`src/scr_pkg.sv`:
```
package scr_pkg;

  // ----------------------------------------------------------------
  // Register layout
  // ----------------------------------------------------------------
  localparam logic [7:0] SCR_CFG4_RST      = 8'h03;
  localparam logic [7:0] SCR_CFG4_WMASK    = 8'h33;
  localparam logic [7:0] SCR_PROT1_RST     = 8'h00;
  localparam logic [7:0] SCR_PROT1_WMASK   = 8'h3f;
  localparam int         SCR_THR_LSB       = 4;
  localparam int         SCR_STR_LSB       = 0;
  localparam int         SCR_TO_LSB        = 4;
  localparam int         SCR_LOCK_LSB      = 0;
  localparam int         SCR_ID_ORDER_BIT  = 4;
  localparam logic [7:0] SCR_CRC_POLY      = 8'h07;
  localparam logic [7:0] SCR_CRC_SEED      = 8'hff;

  // ----------------------------------------------------------------
  // Supply-low thresholds in tenths of a volt
  // ----------------------------------------------------------------
  localparam logic [7:0] SCR_THR_LOW_DV    = 8'h3e;
  localparam logic [7:0] SCR_THR_MID_DV    = 8'h48;
  localparam logic [7:0] SCR_THR_HIGH_DV   = 8'h52;

  // ----------------------------------------------------------------
  // Timing
  // ----------------------------------------------------------------
  localparam int SCR_TW            = 27;
  localparam int SCR_CLK_PERIOD_NS = 10;
  localparam int SCR_HOLD_TO0_US   = 640000;
  localparam int SCR_HOLD_TO1_US   = 320000;
  localparam int SCR_HOLD_TO2_US   = 5000;
  localparam int SCR_HOLD_TO3_US   = 1250;
  localparam int SCR_STR0_US       = 2000;
  localparam int SCR_STR1_US       = 11000;
  localparam int SCR_STR2_US       = 21000;
  localparam int SCR_STR3_US       = 31000;
  localparam int SCR_HOLD_TO0_CYC  = SCR_HOLD_TO0_US * 1000 / SCR_CLK_PERIOD_NS;
  localparam int SCR_HOLD_TO1_CYC  = SCR_HOLD_TO1_US * 1000 / SCR_CLK_PERIOD_NS;
  localparam int SCR_HOLD_TO2_CYC  = SCR_HOLD_TO2_US * 1000 / SCR_CLK_PERIOD_NS;
  localparam int SCR_HOLD_TO3_CYC  = SCR_HOLD_TO3_US * 1000 / SCR_CLK_PERIOD_NS;
  localparam int SCR_STR0_CYC      = SCR_STR0_US * 1000 / SCR_CLK_PERIOD_NS;
  localparam int SCR_STR1_CYC      = SCR_STR1_US * 1000 / SCR_CLK_PERIOD_NS;
  localparam int SCR_STR2_CYC      = SCR_STR2_US * 1000 / SCR_CLK_PERIOD_NS;
  localparam int SCR_STR3_CYC      = SCR_STR3_US * 1000 / SCR_CLK_PERIOD_NS;

endpackage

```
`src/scr_tmr_if.sv`:
```
`timescale 1ns/1ps
interface scr_tmr_if;
  import scr_pkg::*;
  logic              run;
  logic [SCR_TW-1:0] len;
  logic              expire;
  modport ctl (output run, output len, input expire);
  modport tmr (input run, input len, output expire);
endinterface

```
`src/scr_dly_timer.sv`:
```
`timescale 1ns/1ps
module scr_dly_timer
  import scr_pkg::*;
(
  input  wire logic clk_i,
  input  wire logic rst_b_i,
  scr_tmr_if.tmr    tif
);

  logic [SCR_TW-1:0] cnt_r;
  logic              busy_r;
  logic              done_r;
  logic              expire_r;

  // ----------------------------------------------------------------
  // Down counter, one expire pulse per run
  // ----------------------------------------------------------------
  always_ff @(posedge clk_i or negedge rst_b_i) begin
    if (!rst_b_i) begin
      cnt_r    <= '0;
      busy_r   <= 1'b0;
      done_r   <= 1'b0;
      expire_r <= 1'b0;
    end else if (!tif.run) begin
      cnt_r    <= '0;
      busy_r   <= 1'b0;
      done_r   <= 1'b0;
      expire_r <= 1'b0;
    end else if (!busy_r) begin
      cnt_r    <= tif.len - SCR_TW'(1);
      busy_r   <= 1'b1;
      expire_r <= 1'b0;
    end else if (cnt_r != '0) begin
      cnt_r    <= cnt_r - SCR_TW'(1);
      expire_r <= 1'b0;
    end else begin
      expire_r <= !done_r;
      done_r   <= 1'b1;
    end
  end

  assign tif.expire = expire_r;

endmodule // scr_dly_timer

```
`src/scr_cfg_regs.sv`:
```
`timescale 1ns/1ps
// Summary of operation
// - Writes accepted only in config window with lock clear; both registers feed checksum.
// - Supply-low threshold code 00 6.2V, 01 7.2V, others 8.2V; resets 00.
// - Fuse zero: codes 00..11 stretch 2, 11, 21, 31 ms minimum.
// - Fuse one: codes 00..11 stretch 31, 21, 11, 2 ms minimum.
// - Hold time-out codes 00 640ms, 01 320ms, 10 5ms, 11 1.25ms; resets 00.
// - Time-out disable clear: hold state always exits to reset on expiry.
// - Disable set, fault count not above threshold: exit to reset on expiry.
// - Disable set, fault count above threshold: stay locked in hold; threshold resets 0.
// - Disable control comes from bit 5 of protection status two.
module scr_cfg_regs
  import scr_pkg::*;
#(
  parameter int unsigned HOLD_TO0_CYC = SCR_HOLD_TO0_CYC,
  parameter int unsigned HOLD_TO1_CYC = SCR_HOLD_TO1_CYC,
  parameter int unsigned HOLD_TO2_CYC = SCR_HOLD_TO2_CYC,
  parameter int unsigned HOLD_TO3_CYC = SCR_HOLD_TO3_CYC,
  parameter int unsigned STR0_CYC     = SCR_STR0_CYC,
  parameter int unsigned STR1_CYC     = SCR_STR1_CYC,
  parameter int unsigned STR2_CYC     = SCR_STR2_CYC,
  parameter int unsigned STR3_CYC     = SCR_STR3_CYC,
  parameter int unsigned TIME_DIV     = 1
)(
  input  wire logic       CLK_I,
  input  wire logic       RST_B_I,
  input  wire logic       CMD_VALID_I,
  input  wire logic       CMD_WRITE_I,
  input  wire logic       CMD_SEL_I,
  input  wire logic [7:0] CMD_WDATA_I,
  input  wire logic       CONFIG_WINDOW_STATE_I,
  input  wire logic       CFG_LOCK_I,
  input  wire logic       STRETCH_ORDER_FUSE_I,
  input  wire logic [7:0] PROTECTION_STATUS_TWO_I,
  input  wire logic [3:0] FAULT_COUNTER_I,
  input  wire logic       HOLD_STATE_I,
  input  wire logic       HOST_RESET_REQ_I,
  output logic [7:0]      RD_DATA_O,
  output logic            RD_VALID_O,
  output logic            WR_ACK_O,
  output logic            WR_REJECT_O,
  output logic [7:0]      CONFIG_CHECKSUM_O,
  output logic [7:0]      SUPPLY_LOW_THRESHOLD_DV_O,
  output logic            ID_ORDER_BIT_O,
  output logic            HOST_RESET_OUT_B_O,
  output logic            HOLD_EXIT_O,
  output logic            HOLD_LOCKED_O
);

  // ----------------------------------------------------------------
  // Declarations
  // ----------------------------------------------------------------
  logic [7:0] device_config_four_r;
  logic [7:0] safety_config_one_r;
  logic       fuse_taken_r;
  logic       order_r;
  logic       wr_open;
  logic       hold_dis;
  logic       over_th;
  logic [1:0] str_idx;

  scr_tmr_if hold_tif ();
  scr_tmr_if str_tif ();

  // ----------------------------------------------------------------
  // Functions
  // ----------------------------------------------------------------
  function automatic logic [7:0] crc8(input logic [15:0] d);
    logic [7:0] c;
    c = SCR_CRC_SEED;
    for (int i = 15; i >= 0; i--) begin
      if (c[7] ^ d[i]) begin
        c = {c[6:0], 1'b0} ^ SCR_CRC_POLY;
      end else begin
        c = {c[6:0], 1'b0};
      end
    end
    return c;
  endfunction

  function automatic logic [7:0] thr_dv(input logic [1:0] code);
    case (code)
      2'b00:   return SCR_THR_LOW_DV;
      2'b01:   return SCR_THR_MID_DV;
      default: return SCR_THR_HIGH_DV;
    endcase
  endfunction

  function automatic logic [SCR_TW-1:0] str_len(input logic [1:0] idx);
    case (idx)
      2'b00:   return SCR_TW'(STR0_CYC / TIME_DIV);
      2'b01:   return SCR_TW'(STR1_CYC / TIME_DIV);
      2'b10:   return SCR_TW'(STR2_CYC / TIME_DIV);
      default: return SCR_TW'(STR3_CYC / TIME_DIV);
    endcase
  endfunction

  function automatic logic [SCR_TW-1:0] hold_len(input logic [1:0] code);
    case (code)
      2'b00:   return SCR_TW'(HOLD_TO0_CYC / TIME_DIV);
      2'b01:   return SCR_TW'(HOLD_TO1_CYC / TIME_DIV);
      2'b10:   return SCR_TW'(HOLD_TO2_CYC / TIME_DIV);
      default: return SCR_TW'(HOLD_TO3_CYC / TIME_DIV);
    endcase
  endfunction

  // ----------------------------------------------------------------
  // Write gate and decodes
  // ----------------------------------------------------------------
  assign wr_open  = CONFIG_WINDOW_STATE_I && !CFG_LOCK_I;
  assign hold_dis = PROTECTION_STATUS_TWO_I[5];
  assign over_th  = FAULT_COUNTER_I > safety_config_one_r[SCR_LOCK_LSB +: 4];
  assign str_idx  = device_config_four_r[SCR_STR_LSB +: 2] ^ {2{order_r}};

  // ----------------------------------------------------------------
  // Configuration registers
  // ----------------------------------------------------------------
  always_ff @(posedge CLK_I or negedge RST_B_I) begin
    if (!RST_B_I) begin
      device_config_four_r <= SCR_CFG4_RST;
      safety_config_one_r  <= SCR_PROT1_RST;
    end else if (CMD_VALID_I && CMD_WRITE_I && wr_open) begin
      if (!CMD_SEL_I) begin
        device_config_four_r <= CMD_WDATA_I & SCR_CFG4_WMASK;
      end else begin
        safety_config_one_r <= CMD_WDATA_I & SCR_PROT1_WMASK;
      end
    end
  end

  // ----------------------------------------------------------------
  // Command answers
  // ----------------------------------------------------------------
  always_ff @(posedge CLK_I or negedge RST_B_I) begin
    if (!RST_B_I) begin
      RD_DATA_O   <= 8'h00;
      RD_VALID_O  <= 1'b0;
      WR_ACK_O    <= 1'b0;
      WR_REJECT_O <= 1'b0;
    end else begin
      RD_VALID_O  <= CMD_VALID_I && !CMD_WRITE_I;
      WR_ACK_O    <= CMD_VALID_I && CMD_WRITE_I && wr_open;
      WR_REJECT_O <= CMD_VALID_I && CMD_WRITE_I && !wr_open;
      if (CMD_VALID_I && !CMD_WRITE_I) begin
        RD_DATA_O <= CMD_SEL_I ? safety_config_one_r : device_config_four_r;
      end
    end
  end

  // ----------------------------------------------------------------
  // Checksum and static outputs
  // ----------------------------------------------------------------
  always_ff @(posedge CLK_I or negedge RST_B_I) begin
    if (!RST_B_I) begin
      CONFIG_CHECKSUM_O         <= 8'h00;
      SUPPLY_LOW_THRESHOLD_DV_O <= SCR_THR_LOW_DV;
    end else begin
      CONFIG_CHECKSUM_O         <= crc8({device_config_four_r, safety_config_one_r});
      SUPPLY_LOW_THRESHOLD_DV_O <= thr_dv(device_config_four_r[SCR_THR_LSB +: 2]);
    end
  end

  // ----------------------------------------------------------------
  // Fuse capture after reset release
  // ----------------------------------------------------------------
  always_ff @(posedge CLK_I or negedge RST_B_I) begin
    if (!RST_B_I) begin
      fuse_taken_r   <= 1'b0;
      order_r        <= 1'b0;
      ID_ORDER_BIT_O <= 1'b0;
    end else if (!fuse_taken_r) begin
      fuse_taken_r   <= 1'b1;
      order_r        <= STRETCH_ORDER_FUSE_I;
      ID_ORDER_BIT_O <= STRETCH_ORDER_FUSE_I;
    end
  end

  // ----------------------------------------------------------------
  // Host reset stretch
  // ----------------------------------------------------------------
  assign str_tif.run = fuse_taken_r && !HOST_RESET_REQ_I && !HOST_RESET_OUT_B_O;
  assign str_tif.len = str_len(str_idx);

  scr_dly_timer u_str_tmr (
    .clk_i   (CLK_I),
    .rst_b_i (RST_B_I),
    .tif     (str_tif)
  );

  always_ff @(posedge CLK_I or negedge RST_B_I) begin
    if (!RST_B_I) begin
      HOST_RESET_OUT_B_O <= 1'b0;
    end else if (HOST_RESET_REQ_I) begin
      HOST_RESET_OUT_B_O <= 1'b0;
    end else if (str_tif.expire) begin
      HOST_RESET_OUT_B_O <= 1'b1;
    end
  end

  // ----------------------------------------------------------------
  // Fault-hold time-out and lock
  // ----------------------------------------------------------------
  assign hold_tif.run = HOLD_STATE_I && !HOLD_LOCKED_O;
  assign hold_tif.len = hold_len(safety_config_one_r[SCR_TO_LSB +: 2]);

  scr_dly_timer u_hold_tmr (
    .clk_i   (CLK_I),
    .rst_b_i (RST_B_I),
    .tif     (hold_tif)
  );

  always_ff @(posedge CLK_I or negedge RST_B_I) begin
    if (!RST_B_I) begin
      HOLD_EXIT_O   <= 1'b0;
      HOLD_LOCKED_O <= 1'b0;
    end else begin
      HOLD_EXIT_O <= hold_tif.expire && (!hold_dis || !over_th);
      if (!HOLD_STATE_I) begin
        HOLD_LOCKED_O <= 1'b0;
      end else if (hold_tif.expire && hold_dis && over_th) begin
        HOLD_LOCKED_O <= 1'b1;
      end
    end
  end

  // ----------------------------------------------------------------
  // Assertions
  // ----------------------------------------------------------------
  a_wr_gate_closed: assert property (@(posedge CLK_I) disable iff (!RST_B_I)
    CMD_VALID_I && CMD_WRITE_I && !wr_open |=> $stable(device_config_four_r)
      && $stable(safety_config_one_r) && WR_REJECT_O)
    else $error("Register changed on a rejected write");

  a_wr_open_store: assert property (@(posedge CLK_I) disable iff (!RST_B_I)
    CMD_VALID_I && CMD_WRITE_I && wr_open && CMD_SEL_I |=>
      safety_config_one_r == ($past(CMD_WDATA_I) & SCR_PROT1_WMASK) && WR_ACK_O)
    else $error("Accepted write not stored");

  a_reserved_zero: assert property (@(posedge CLK_I) disable iff (!RST_B_I)
    (device_config_four_r & ~SCR_CFG4_WMASK) == 8'h00
      && (safety_config_one_r & ~SCR_PROT1_WMASK) == 8'h00)
    else $error("Reserved bit set");

  a_supply_thr_map: assert property (@(posedge CLK_I) disable iff (!RST_B_I)
    device_config_four_r[5:4] == 2'b01 ##1 device_config_four_r[5:4] == 2'b01
      |-> SUPPLY_LOW_THRESHOLD_DV_O == SCR_THR_MID_DV)
    else $error("Threshold decode wrong");

  a_stretch_order: assert property (@(posedge CLK_I) disable iff (!RST_B_I)
    fuse_taken_r && order_r && device_config_four_r[1:0] == 2'b11
      |-> str_tif.len == SCR_TW'(STR0_CYC / TIME_DIV))
    else $error("Reversed stretch order wrong");

  a_timeout_sel: assert property (@(posedge CLK_I) disable iff (!RST_B_I)
    safety_config_one_r[5:4] == 2'b01 |-> hold_tif.len == SCR_TW'(HOLD_TO1_CYC / TIME_DIV))
    else $error("Hold time-out select wrong");

  a_hold_exit: assert property (@(posedge CLK_I) disable iff (!RST_B_I)
    hold_tif.expire && (!hold_dis || FAULT_COUNTER_I <= safety_config_one_r[3:0])
      |=> HOLD_EXIT_O && !HOLD_LOCKED_O)
    else $error("Hold state did not exit on expiry");

  a_hold_lock: assert property (@(posedge CLK_I) disable iff (!RST_B_I)
    hold_tif.expire && hold_dis && over_th && HOLD_STATE_I
      |=> !HOLD_EXIT_O && HOLD_LOCKED_O)
    else $error("Hold lock not taken");

  a_host_rst_held: assert property (@(posedge CLK_I) disable iff (!RST_B_I)
    HOST_RESET_REQ_I |=> !HOST_RESET_OUT_B_O [*2])
    else $error("Host reset released too early");

  a_fuse_latched: assert property (@(posedge CLK_I) disable iff (!RST_B_I)
    fuse_taken_r |=> $stable(order_r) && ID_ORDER_BIT_O == order_r)
    else $error("Order fuse not held");

  a_lock_clears: assert property (@(posedge CLK_I) disable iff (!RST_B_I)
    !HOLD_STATE_I |=> !HOLD_LOCKED_O)
    else $error("Hold lock kept outside hold state");

  a_exit_pulse: assert property (@(posedge CLK_I) disable iff (!RST_B_I)
    HOLD_EXIT_O |=> !HOLD_EXIT_O)
    else $error("Hold exit longer than one cycle");

  a_thr_high: assert property (@(posedge CLK_I) disable iff (!RST_B_I)
    device_config_four_r[SCR_THR_LSB + 1] ##1 device_config_four_r[SCR_THR_LSB + 1]
      |-> SUPPLY_LOW_THRESHOLD_DV_O == SCR_THR_HIGH_DV)
    else $error("Upper threshold decode wrong");

  a_csum_track: assert property (@(posedge CLK_I) disable iff (!RST_B_I)
    1'b1 |=> CONFIG_CHECKSUM_O
      == crc8({$past(device_config_four_r), $past(safety_config_one_r)}))
    else $error("Checksum does not follow registers");

  a_rd_answer: assert property (@(posedge CLK_I) disable iff (!RST_B_I)
    CMD_VALID_I && !CMD_WRITE_I |=> RD_VALID_O
      && RD_DATA_O == ($past(CMD_SEL_I) ? $past(safety_config_one_r)
                                        : $past(device_config_four_r)))
    else $error("Read answer wrong");

  a_reject_no_ack: assert property (@(posedge CLK_I) disable iff (!RST_B_I)
    WR_REJECT_O |-> !WR_ACK_O && !RD_VALID_O)
    else $error("Reject paired with another answer");

endmodule // scr_cfg_regs

```
`config.mk`:
```
export PLATFORM = sky130hd
export DESIGN_NAME = scr_cfg_regs
export DESIGN_NICKNAME = d
export VERILOG_FILES = /design/src/scr_pkg.sv /design/src/scr_tmr_if.sv /design/src/scr_dly_timer.sv /design/src/scr_cfg_regs.sv
export SDC_FILE = /design/constraint.sdc
export NUM_CORES = 1
export LEC_CHECK = 0
export BUFFER_PORTS_ARGS = -buffer_cell sky130_fd_sc_hd__buf_2
export CORE_AREA = 2 2 124 186
export CTS_BUF_LIST = sky130_fd_sc_hd__clkbuf_8
export DETAILED_ROUTE_END_ITERATION = 12
export DIE_AREA = 0 0 126 188
export GPL_ROUTABILITY_DRIVEN = 0
export PLACE_DENSITY = 0.51
export SLEW_MARGIN = 20
export SYNTH_ARGS = -nofsm -noshare
export SYNTH_HDL_FRONTEND = slang
export SYNTH_HIERARCHICAL = 1
export SYNTH_SLANG_ARGS = --single-unit
```
`constraint.sdc`:
```
create_clock -name CLK_I -period 3.23 [get_ports CLK_I]
set_clock_uncertainty 0.05 [all_clocks]
set_input_delay 0.4845 -clock CLK_I [delete_from_list [all_inputs] [get_ports CLK_I]]
set_output_delay 0.4845 -clock CLK_I [all_outputs]
set_load 0.03 [all_outputs]
```
# Word level (Yosys, flattened, before mapping)

Cells that the tools add are included.
Widths: inputs -> output; s select.

Latch bits: 0
RAM bits: 0
Logic and storage cells: 136
Memory bits (read-only): 0
Bits in registers: 102
Memories kept: 0
Output and inout bits: 31

$add $sub $neg: 4
Reduce and logical (&&, ||, !) cells: 32
$lt $le $gt $ge: 1
Shift operators: 0
Muxes and demuxes: 42
$mul: 0
Equal/unequal tests: 12
Divide/modulo/power cells: 0
Bitwise logic cells: 24

Operator list:

| kind                  | number |
|---|---|
| $mux 27               | 6 |
| $pmux 26 s3           | 1 |
| $pmux 22 s3           | 1 |
| $reduce_bool 27->1    | 2 |
| $sub 27x1->27 const B | 2 |
| $mux 3                | 14 |
| $not 3->3             | 13 |
| $sub 26x1->27 const B | 1 |
| $sub 22x1->23 const B | 1 |
| $mux 1                | 18 |
| $pmux 7 s2            | 1 |
| $logic_and 1x1->1     | 11 |
| $logic_not 1->1       | 10 |
| $ne 2x2->1 const B    | 4 |
| $reduce_and 2->1      | 4 |
| $eq 2x1->1 const B    | 3 |
| $logic_not 2->1       | 3 |
| $mux 6                | 1 |
| $ne 3x3->1 const B    | 2 |
| $xor 1x1->1           | 6 |
| $eq 2x2->1 const B    | 2 |
| $gt 4x4->1            | 1 |
| $xor 1x1->1 const A   | 3 |
| $ne 2x1->1 const B    | 1 |
| other kinds (4)       | 4 |

# Depth between registers and ports, before layout

Gate-level depths: netlist (run 1).

Word-level depth: 27
Gate-level depth with buffers: 11
Gate-level depth less buffers: 9

# Hierarchy

The synthesis (run 1) kept the hierarchy.

Modules (own cells, without submodules):

| module        | instances | cells each | sequential area each (µm²) | area an instance (µm²) |
|---|---|---|---|---|
| scr_dly_timer | 2         | 220        | 750.7                      | 2135.8 |
| scr_cfg_regs  | 1         | 157        | 907.1                      | 1795.5 |

# Least setup slack after synthesis (run 1)

Ideal clock, no wire load.

Kind: reg-to-reg
Start point: register device_config_four_r[0]
End point: register u_str_tmr.cnt_r[22]
Path buffers: 1
Arrival: 2.461 ns
Path slack: 0.596 ns
Cell stages (with the launch flop): 11
Setup time: 0.123 ns
Required time: 3.057 ns
Cells stage by stage: dfstp_2 -> buf_2 -> xnor2_1 -> inv_1 -> nor2_1 -> inv_1 -> nor4_4 -> o221ai_2 -> nor4_4 -> nand3_1 -> mux2i_1

Longest elaborated chain between the ends: 6

RTL lines:

| what                               | RTL line            | RTL |
|---|---|---|
| start, declared                    | scr_cfg_regs.sv:53  | `logic [7:0] device_config_four_r;` |
| start signal, assigned             | scr_cfg_regs.sv:124 | `device_config_four_r <= CMD_WDATA_I & SCR_CFG4_WMASK;` |
| $xor 2x2->2 *                      | scr_cfg_regs.sv:113 | `assign str_idx = device_config_four_r[SCR_STR_LSB +: 2] ^ {2{order_r}};` |
| $eq 2x2->1 (tied with other cells) | scr_cfg_regs.sv:90  | `case (idx)` |
| $pmux 22 s3 *                      | scr_cfg_regs.sv:90  |  |
| named net str_tif.len[14]          | scr_tmr_if.sv:5     | `logic [SCR_TW-1:0] len;` |
| $sub 22x1->23 *                    | scr_dly_timer.sv:30 | `cnt_r <= tif.len - SCR_TW'(1);` |
| $mux 27 *                          | scr_dly_timer.sv:29 | `end else if (!busy_r) begin` |
| $mux 27 *                          | scr_dly_timer.sv:24 | `end else if (!tif.run) begin` |
| end signal, assigned               | scr_dly_timer.sv:30 |  |
| end signal, assigned               | scr_dly_timer.sv:34 | `cnt_r <= cnt_r - SCR_TW'(1);` |
| end, declared                      | scr_dly_timer.sv:10 | `logic [SCR_TW-1:0] cnt_r;` |

The timed path passes the listed nets; every way through them passes the cells marked *.
A chain may end at the register's enable or synchronous reset.

# Worst setup path in the final report (run 1)

Start point: register device_config_four_r[0]
End point: register u_str_tmr.cnt_r[23]

Same word-level chain as after synthesis.

==> run metrics, run 1 <==
I/O Buffers 47; drt first-iter violations 266; Cell Chain, Critical Path xnor2_1 -> inv_1 -> nand2_1 -> inv_1 -> nor4_1 -> mux2_2 -> nor4b_2 -> and3_1 -> nor3_1; most frequent cells in the layout 89 x dfrtp_1, 68 x conb_1, 61 x nor2_1; Initial Util 0.274; WL/cell 15.2 um; fin crit share 0.911; critical path capture point type flip-flop; Overflow after GRT 0; Avg Inst Size Synth 10.2 um^2; top-area cell type share of the netlist area 0.375; clk sinks 96; final WL 15.0 mm; WP data required 3450 ps; ANT nets after route 0; RR Startpoint device_config_four_r[0]$_DFFE_PN1P_; width of the chip 126 um; clk slew on worst S/H paths 110 ps; #FFs+latches synth 96; TritonCTS clock tree built; vias per std cell 4.63; antenna violations before repair 0; number of global-route vias before repair 4697; Area contributors post-synth dfrtp_1 38%, mux2i_1 7.9%, nor2_1 3.8%; WP depth 9; first-pass GRT wire length 24.6 mm; layout net count 748; Fmax 0.340 GHz; CTS Buf Count 9; worst-case reg-to-reg path depth 9; DRT Pass-1 Iters 4; buffers plus inverters on the worst setup path 2; Die Height 188 um; sequential fraction of the synthesis area 0.397; Reg-to-Reg End u_str_tmr/cnt_r[23]$_DFFE_PN0P_; Hold Slack 189 ps; Yosys warnings 6; CP max FO 6; main flop type after synthesis dfrtp_1; Post-synth EDFFs 0; root buffer cell clkbuf_8; setup violators final 0; crit path time final 2940 ps; Syn Std Cell Area 0.00607 mm^2; CP max stage delay 630 ps; most frequent CP cell inv_1; CP endpoint u_str_tmr/cnt_r[23]$_DFFE_PN0P_; endpoints failing hold 0; Die ar. 0.0237 mm^2; CP arrival 3160 ps; Worst-Margin Slew 855 ps; # rows 67; synthesis-to-finish area growth 16.1%; Worst R2R Setup Slack 290 ps; Crit Path Class reg2reg; status completed; most frequent standard cell in the layout excluding fill and tap cells dfrtp_1; cell taking the most area after synthesis dfrtp_1; Critical Path Start device_config_four_r[0]$_DFFE_PN1P_; LEAKAGE 3.23 nW; Synth Instances 597; synth unique cells 64; largest net degree at the start of global routing 42; Overall Global Routing Usage 0.131; DR vias 4584; max-slew violation count 0; CP Launch Type flip-flop; Max stage delay cell, worst path dfstp_2; Async S/R FF share, synth 1.00; Power per Cell Area 554 mW/mm^2; final core occ 0.318; boundary pin count 61; Peak supply drop 0.194 mV; layout cell share with drive strength beyond 1 0.203; H-tree depth 3; RSZ-0062 raised after global routing no; post-route DRC violation count 0; Worst slew margin 0.429; maxcap violations 0; Hold Crit Class in2reg; core area 0.0221 mm^2; postcts setup bufs 0; Post-Route Setup TNS 0 ps; Top delay family on crit path simple AND/OR/NAND/NOR gates; Longest Clk Path Bufs 2; worst skew pair latency 390 ps; HPWL Detailed 11.0 mm
[where the power goes]
group	switching [mW]	internal, mW	total [mW]
combinational	0.906	0.598	1.50
sequential	0.182	1.40	1.58
clock	0.515	0.304	0.819
total	1.60	2.30	3.90
[registers in the layout (all words and copies together), names as in the netlist]
signal,flops
u_hold_tmr/cnt_r,27
u_str_tmr/cnt_r,27
CONFIG_CHECKSUM_O,8
RD_DATA_O,6
safety_config_one_r,6
SUPPLY_LOW_THRESHOLD_DV_O,4
device_config_four_r,4
HOLD_EXIT_O,1
HOLD_LOCKED_O,1
HOST_RESET_OUT_B_O,1
RD_VALID_O,1
WR_ACK_O,1
WR_REJECT_O,1
fuse_taken_r,1
order_r,1
u_hold_tmr/busy_r,1
u_hold_tmr/done_r,1
u_hold_tmr/tif.expire,1
u_str_tmr/busy_r,1
u_str_tmr/done_r,1
u_str_tmr/tif.expire,1
[metrics by stage]
step                      cells  instance area, um^2  power (mW)  worst slack [ps]
final                       990                 7050        3.90               287
after global routing        989                 7040        4.16              50.1
after CTS                   989                 7040        3.96               302
after detailed placement    972                 6830        3.12               342
after global placement      972                 6830        3.11               352
after floorplan             663                 6310        2.72               596
[final cells by class]
cell class | instances | area [um^2]
clock buffer | 9 | 124
clock inverter | 7 | 76.3
tap | 276 | 345
inverter | 16 | 60.1
timing repair buffer | 68 | 410
multi-input combinational | 517 | 3620
sequential | 96 | 2410
antenna | 1 | 2.50
fill | 2338 | 15100
[synthesized netlist by cell type, types with 10 or more instances]
library cell,n
nand4_1,12
ha_1,10
dfrtp_1,91
xor2_1,21
nor4_1,16
xnor2_1,26
mux2i_1,48
a211o_1,10
a21oi_1,20
nor2_1,61
nand2_1,36
buf_2,15
nor3_1,30
inv_1,16
mux2_2,15
[logic make-up (layout without fill, tap and decap cells)]
group | count (synthesis) | count (layout) | synth area share
adders and majority gates | 10 | 10 | 0.0206
DFF | 96 | 96 | 0.397
xor gates and xnor gates | 50 | 50 | 0.0759
buffers and inverters | 50 | 100 | 0.0476
other | 2 | 69 | 0.00124
and+or+nand+nor | 240 | 240 | 0.242
AOI/OAI and AO/OA | 80 | 80 | 0.0940
muxes | 69 | 69 | 0.121
[worst min path at each step]
| stage | startpoint | endpoint | slack (ps) | cells past startpoint |
|---|---|---|---|---|
| CTS | HOST_RESET_REQ_I | HOST_RESET_OUT_B_O$_DFFE_PN0P_ | 160 | 2 |
| global placement | RD_DATA_O[3]$_DFFE_PN0P_ | RD_DATA_O[3]$_DFFE_PN0P_ | 410 | 2 |
| floorplan | RST_B_I | CONFIG_CHECKSUM_O[0]$_DFF_PN0_ | 140 | 0 |
| finish | HOST_RESET_REQ_I | HOST_RESET_OUT_B_O$_DFFE_PN0P_ | 190 | 2 |
| detailed placement | RST_B_I | WR_ACK_O$_DFF_PN0_ | 420 | 1 |
| global route | HOST_RESET_REQ_I | HOST_RESET_OUT_B_O$_DFFE_PN0P_ | 180 | 2 |
[what timing repair did]
item / 4_1_cts / 5_1_grt
gates resized for setup: 0 / 0
hold buffers: 1 / 0
endpoints found under the hold margin: 27 / 0
[routing by layer]
layer	global-route usage	share of wire	up-vias	wire length, um
met4	0.0372	0.016	0	234
met5	0	0	-	0
met2	0.244	0.54	62	8160
met3	0.0265	0.026	14	386
met1	0.151	0.42	2220	6230
li1	-	-	2288	-
Power figures use the tool's default switching activity.
==> run 2, diff against run 1 <==
Settings changed: ABC_AREA from default to 1, CORE_AREA 2 2 124 186 to 2 2 132 198, DIE_AREA 0 0 126 188 to 0 0 134 200.
==> run 2 against run 1 <==
Synthesized area is 14% higher. Critical endpoint is now u_str_tmr/cnt_r[16]$_DFFE_PN0P_. Core utilization is 1.2 points lower. Largest power group is now combinational cells. Final cell count is 46% higher.
==> run metrics, run 2 <==
setup violators final 0 (unchanged); Die ar. 0.0268 mm^2 (+13%); drt first-iter violations 225 (-15%); Hold Slack 196 ps (+7.64 ps); WP data required 3510 ps (+60 ps); cell taking the most area after synthesis dfrtp_1; antenna violations before repair 0 (unchanged); fin crit share 0.760 (-0.151); Largest regs u_hold_tmr/cnt_r: 27 flops, u_str_tmr/cnt_r: 27 flops, CONFIG_CHECKSUM_O: 8 flops; worst-case reg-to-reg path depth 13 (+4); Longest Clk Path Bufs 2 (unchanged); antenna cells 0 (-1); most frequent cells in the layout 362 x nand2_1, 178 x inv_1, 150 x nor2_1; Avg Inst Size Synth 6.54 um^2 (-36%); CTS Buf Count 9 (unchanged); CP max FO 5 (-1); H-tree depth 3 (unchanged); clk sinks 96 (unchanged); maxcap violations 0 (unchanged); final WL 18.2 mm (+21%); Overall Global Routing Usage 0.145 (+0.0139); top-count cell post-synth nand2_1; Peak supply drop 0.189 mV (-2.9%); # rows 71 (+6.0%); RSZ-0062 raised after global routing no; width of the chip 134 um (+6.3%); Die Height 200 um (+6.4%); layout net count 1157 (+55%); main flop type after synthesis dfrtp_1; Async S/R FF share, synth 1.00 (unchanged); postcts setup bufs 0 (unchanged); status completed; critical path capture point type flip-flop; Area contributors post-synth dfrtp_1 33%, nand2_1 20%, inv_1 9.7%; DRT Pass-1 Iters 4 (unchanged); I/O Buffers 47 (unchanged); root buffer cell clkbuf_8; first-pass GRT wire length 30.0 mm (+22%); boundary pin count 61 (unchanged); Initial Util 0.277 (+0.00264); Yosys warnings 6 (unchanged); CP Launch Type flip-flop; worst skew pair latency 400 ps (about the same); most frequent standard cell in the layout excluding fill and tap cells nand2_1; register area 0.00241 mm^2 (-0.10%); Post-synth EDFFs 0 (unchanged); Fmax 0.408 GHz (+20%); Synth Instances 1057 (+77%); FILL cells 2821 (+21%); Power per Cell Area 498 mW/mm^2 (-10%); DR vias 6036 (+32%); Hold Crit Class in2reg; multi-input logic area 0.00359 mm^2 (-0.66%); #FFs+latches synth 96 (unchanged); crit path time final 2450 ps (-489 ps); layout cell share with drive strength beyond 1 0.168 (-0.0358); top cells by count, synth 362 x nand2_1, 178 x inv_1, 150 x nor2_1, 91 x dfrtp_1, 49 x nand2_2; Worst R2R Setup Slack 780 ps (+490 ps); final core occ 0.307 (-0.0117); WL/cell 12.5 um (-17%); Overflow after GRT 0 (unchanged); hold depth 2 (unchanged); Crit Path Class reg2reg; sequential fraction of the synthesis area 0.349 (-0.0484); CP arrival 2730 ps (-430 ps); vias per std cell 4.16 (-10%); synthesis-to-finish area growth 10.8%; LEAKAGE 4.09 nW (+26%); post-route DRC violation count 0 (unchanged); largest net degree at the start of global routing 46 (+9.5%); Syn Std Cell Area 0.00691 mm^2 (+14%); synth unique cells 37 (-42%); Worst-Margin Slew 805 ps (-49.4 ps); clk slew on worst S/H paths 110 ps (about the same); max-slew violation count 0 (unchanged); Worst slew margin 0.463 (+0.0336); Post-Route Setup TNS 0 ps (unchanged); ANT nets after route 0 (unchanged); number of global-route vias before repair 6051 (+29%); core area 0.0250 mm^2 (+13%); endpoints failing hold 0 (unchanged); HPWL Detailed 14.2 mm (+29%); top-area cell type share of the netlist area 0.330 (-0.0457); TritonCTS clock tree built
-- run 2: cell count changes after synthesis, moves of 14 or more --
cell     previous run  this run
nand2_1            36       362
inv_1              16       178
nor2_1             61       150
nand2_2             0        49
mux2i_1            48         0
nand3_1             4        33
nor3_1             30         6
xnor2_1            26         6
nor4_1             16         0
inv_2               0        14
mux2_2             15         1
nor2_2              0        14
-- run 2: per-stage QoR --
stage          setup slack (ps)  cells  instance area (um^2)  power [mW]
2_1_floorplan              1210   1084                  7010        2.64
3_3_place_gp                782   1433                  7450        3.01
3_5_place_dp                779   1433                  7450        3.02
4_1_cts                     731   1450                  7660        3.90
5_1_grt                     443   1450                  7660        4.14
6_report                    776   1450                  7660        3.82
-- run 2: worst paths after layout --
path	startpoint	to
setup / recovery	order_r$_DFFE_PN0N_	u_str_tmr/cnt_r[16]$_DFFE_PN0P_
hold / removal	HOST_RESET_REQ_I	HOST_RESET_OUT_B_O$_DFFE_PN0P_
setup reg to reg	order_r$_DFFE_PN0N_	u_str_tmr/cnt_r[16]$_DFFE_PN0P_
hold reg to reg	u_str_tmr/done_r$_DFFE_PN0P_	u_str_tmr/tif.expire$_DFF_PN0_
max in group asynchronous	RST_B_I	u_str_tmr/cnt_r[19]$_DFFE_PN0P_
min in group asynchronous	RST_B_I	u_hold_tmr/cnt_r[4]$_DFFE_PN0P_
-- run 2: area by class of cell --
cell class,count,area share
Multi-Input combinational cell,762,0.469
Sequential cell,96,0.315
Inverter,194,0.0964
Tap cell,328,0.0536
Timing Repair Buffer,54,0.0399
Clock buffer,10,0.0180
Clock inverter,6,0.00817
-- run 2: critical path, stage by stage (launching register included) --
cell and delay, ps:
dfrtp_1 520, xnor2_2 280, inv_1 90, nor2_1 270, inv_1 70, inv_1 70
o21ai_0 110, nor2_1 200, nand2_1 130, nor2_4 250, nand2_1 100, nand2_1 70
nand2_1 60, nor2_2 110
-- run 2: where the power goes --
part / internal (mW) / switching (mW)
clock: 0.322 / 0.517
combinational: 0.455 / 1.06
sequential: 1.37 / 0.0972
-- run 2: kinds of logic (layout without fill, tap and decap cells) --
family                     Yosys count  after routing  share of synthesized area
buffers and inverters              226            264                      0.146
xor gates and xnor gates            18             18                     0.0261
DFF                                 96             96                      0.349
adders and majority gates           10             10                     0.0181
muxes                                1              1                    0.00163
AOI/OAI and AO/OA                   50             50                     0.0417
other                                2             29                    0.00109
and+or+nand+nor                    654            654                      0.417
-- run 2: what timing repair did --
action / CTS / global route
gates resized for setup: 0 / 0
hold endpoints to repair: 24 / 0
hold buffers: 1 / 0
-- run 2: routing by layer --
metal | up-vias | part of all wire | track usage
li1 | 3214 | - | -
met1 | 2752 | 0.38 | 0.145
met2 | 49 | 0.57 | 0.292
met3 | 21 | 0.020 | 0.0215
met4 | 0 | 0.025 | 0.0662
met5 | - | 0 | 0
==> run 3, diff against run 2 <==
Clock period 3.23 ns to 2.4 ns, I/O delays scaled along.
==> run 3 against run 2 <==
Non-clock buffer count grew 9. Global-route usage fell by 0.36 points. Sequential share of layout area shrank 0.36 points. Final area increased by 1.2%. Sequential power rose by 34%. Highest routed layer unchanged.
==> run metrics, run 3 (same netlist as run 2, synthesis figures left out) <==
status completed; Worst slew margin 0.447 (-0.0159); CP arrival 2490 ps (-240 ps); Cell Chain, Critical Path xnor2_2 -> inv_1 -> nor2_1 -> inv_1 -> inv_1 -> o21ai_0 -> nor2_1 -> nand2_1 -> nor2_4 -> nand2_1 -> nand2_1 -> nand2_1 -> nor2_2; final setup margin 200 ps (-576 ps); final core occ 0.310 (+0.00376); fin crit share 0.917 (+0.157); DR vias 6097 (+1.0%); largest net degree at the start of global routing 42 (-8.7%); Worst-Margin Slew 829 ps (+23.9 ps); Largest regs u_hold_tmr/cnt_r: 27 flops, u_str_tmr/cnt_r: 27 flops, CONFIG_CHECKSUM_O: 8 flops; RSZ-0062 raised after global routing yes; fin area 0.00775 mm^2 (+1.2%); FILL cells 2816 (-0.18%); I/O Buffers 47 (unchanged); TritonCTS clock tree built; root buffer cell clkbuf_8; Top delay family on crit path simple AND/OR/NAND/NOR gates; Overall Global Routing Usage 0.142 (-0.00359); max-slew violation count 0 (unchanged); most frequent cells in the layout 362 x nand2_1, 178 x inv_1, 148 x nor2_1; layout cell share with drive strength beyond 1 0.177 (+0.00928); Power per Cell Area 665 mW/mm^2 (+33%); final WL 18.0 mm (-1.1%); vias per std cell 4.18 (+0.39%); boundary pin count 61 (unchanged); most frequent standard cell in the layout excluding fill and tap cells nand2_1; Max stage delay cell, worst path dfstp_2; worst skew pair latency 410 ps (about the same); most frequent CP cell nand2_1; CP max stage delay 590 ps (+70 ps); Overflow after GRT 0 (unchanged); first-pass GRT wire length 29.1 mm (-2.8%); CP max FO 5 (unchanged); CTS Buf Count 9 (unchanged); DRT Pass-1 Iters 5 (+1); maxcap violations 0 (unchanged); DP Area 0.00754 mm^2 (+1.3%); H-tree depth 3 (unchanged); post-route DRC violation count 0 (unchanged); WL/cell 12.3 um (-1.8%); Crit Path Class reg2reg; Fmax 0.455 GHz (+12%); endpoints failing hold 0 (unchanged); clk slew on worst S/H paths 120 ps (about the same); ANT nets after route 0 (unchanged); layout net count 1166 (+0.78%); clk sinks 96 (unchanged); CP Launch Type flip-flop; Hold Crit Class in2reg; Die Height 200 um (unchanged); number of global-route vias before repair 5952 (-1.6%); HPWL Detailed 14.2 mm (-0.12%); # rows 71 (unchanged); buffers plus inverters on the worst setup path 3 (unchanged); WP data required 2690 ps (-820 ps); drt first-iter violations 326 (+45%); crit path time final 2200 ps (-254 ps); core area 0.0250 mm^2 (unchanged); dpl ws 178 ps (-601 ps); antenna cells 0 (unchanged); width of the chip 134 um (unchanged); Longest Clk Path Bufs 2 (unchanged); synthesis-to-finish area growth 12.2%; Die ar. 0.0268 mm^2 (unchanged); LEAKAGE 4.13 nW (+1.1%); critical path capture point type flip-flop; Initial Util 0.277 (unchanged); antenna violations before repair 0 (unchanged); setup violators final 0 (unchanged); Peak supply drop 0.292 mV (+55%)
[run 3: path summary, 6_finish.rpt]
kind,slack [ps],endpoint,start,depth (start not counted)
worst max register to register,200,u_str_tmr/cnt_r[16]$_DFFE_PN0P_,device_config_four_r[1]$_DFFE_PN1P_,13
min in group asynchronous,450,u_hold_tmr/cnt_r[7]$_DFFE_PN0P_,RST_B_I,2
worst min register to register,380,u_str_tmr/tif.expire$_DFF_PN0_,u_str_tmr/done_r$_DFFE_PN0P_,1
worst min-delay path,70,HOST_RESET_OUT_B_O$_DFFE_PN0P_,HOST_RESET_REQ_I,2
max in group asynchronous,1210,device_config_four_r[1]$_DFFE_PN1P_,RST_B_I,3
worst max-delay path,200,u_str_tmr/cnt_r[16]$_DFFE_PN0P_,device_config_four_r[1]$_DFFE_PN1P_,13
[run 3: cell type report]
cell class / instances / area, um^2 / area share
repair buffers: 63 / 410 / 0.0530
clock buffers: 9 / 124 / 0.0160
multi-input cells: 762 / 3600 / 0.464
inverters: 194 / 738 / 0.0953
flip-flops and latches: 96 / 2410 / 0.311
clock inverters: 7 / 58.8 / 0.00759
well taps: 328 / 410 / 0.0530
[run 3: metal layers]
| layer | vias to the layer above | track usage | part of all wire |
|---|---|---|---|
| li1 | 3227 | - | - |
| met1 | 2769 | 0.138 | 0.37 |
| met2 | 73 | 0.291 | 0.57 |
| met3 | 28 | 0.0192 | 0.023 |
| met4 | 0 | 0.0634 | 0.032 |
| met5 | - | 0 | 0 |
[run 3: where the power goes]
part           switching [mW]  internal, mW  total, mW  leakage (nW)
clock network           0.686         0.398       1.08        0.0929
logic                    1.45         0.659       2.11          2.81
registers               0.120          1.84       1.96          1.23
[run 3: through the flow]
step / hold WS (ps) / setup TNS [ps] / instances / power, mW
after CTS: 48.6 / 0 / 1458 / 5.24
after detailed placement: 376 / 0 / 1441 / 4.12
final: 72.8 / 0 / 1459 / 5.16
after floorplan: 14.4 / 0 / 1084 / 3.55
after global routing: 54.7 / -30.1 / 1459 / 5.57
after global placement: 371 / 0 / 1441 / 4.11
[run 3: worst reg2reg max path: stages (launching register included)]
cell     delay [ps]
dfstp_2         590
xnor2_2         150
inv_1            80
nor2_1          170
inv_1            60
inv_1            60
o21ai_0         100
nor2_1          210
nand2_1         140
nor2_4          200
nand2_1         100
nand2_1          70
nand2_1          60
nor2_2          110
[run 3: timing repair]
action                                 4_1_cts  5_1_grt
setup endpoints to repair                    0        8
resized for setup                            0        3
buffers inserted                             0        1
endpoints found under the hold margin       36        0
hold buffers                                 1        0
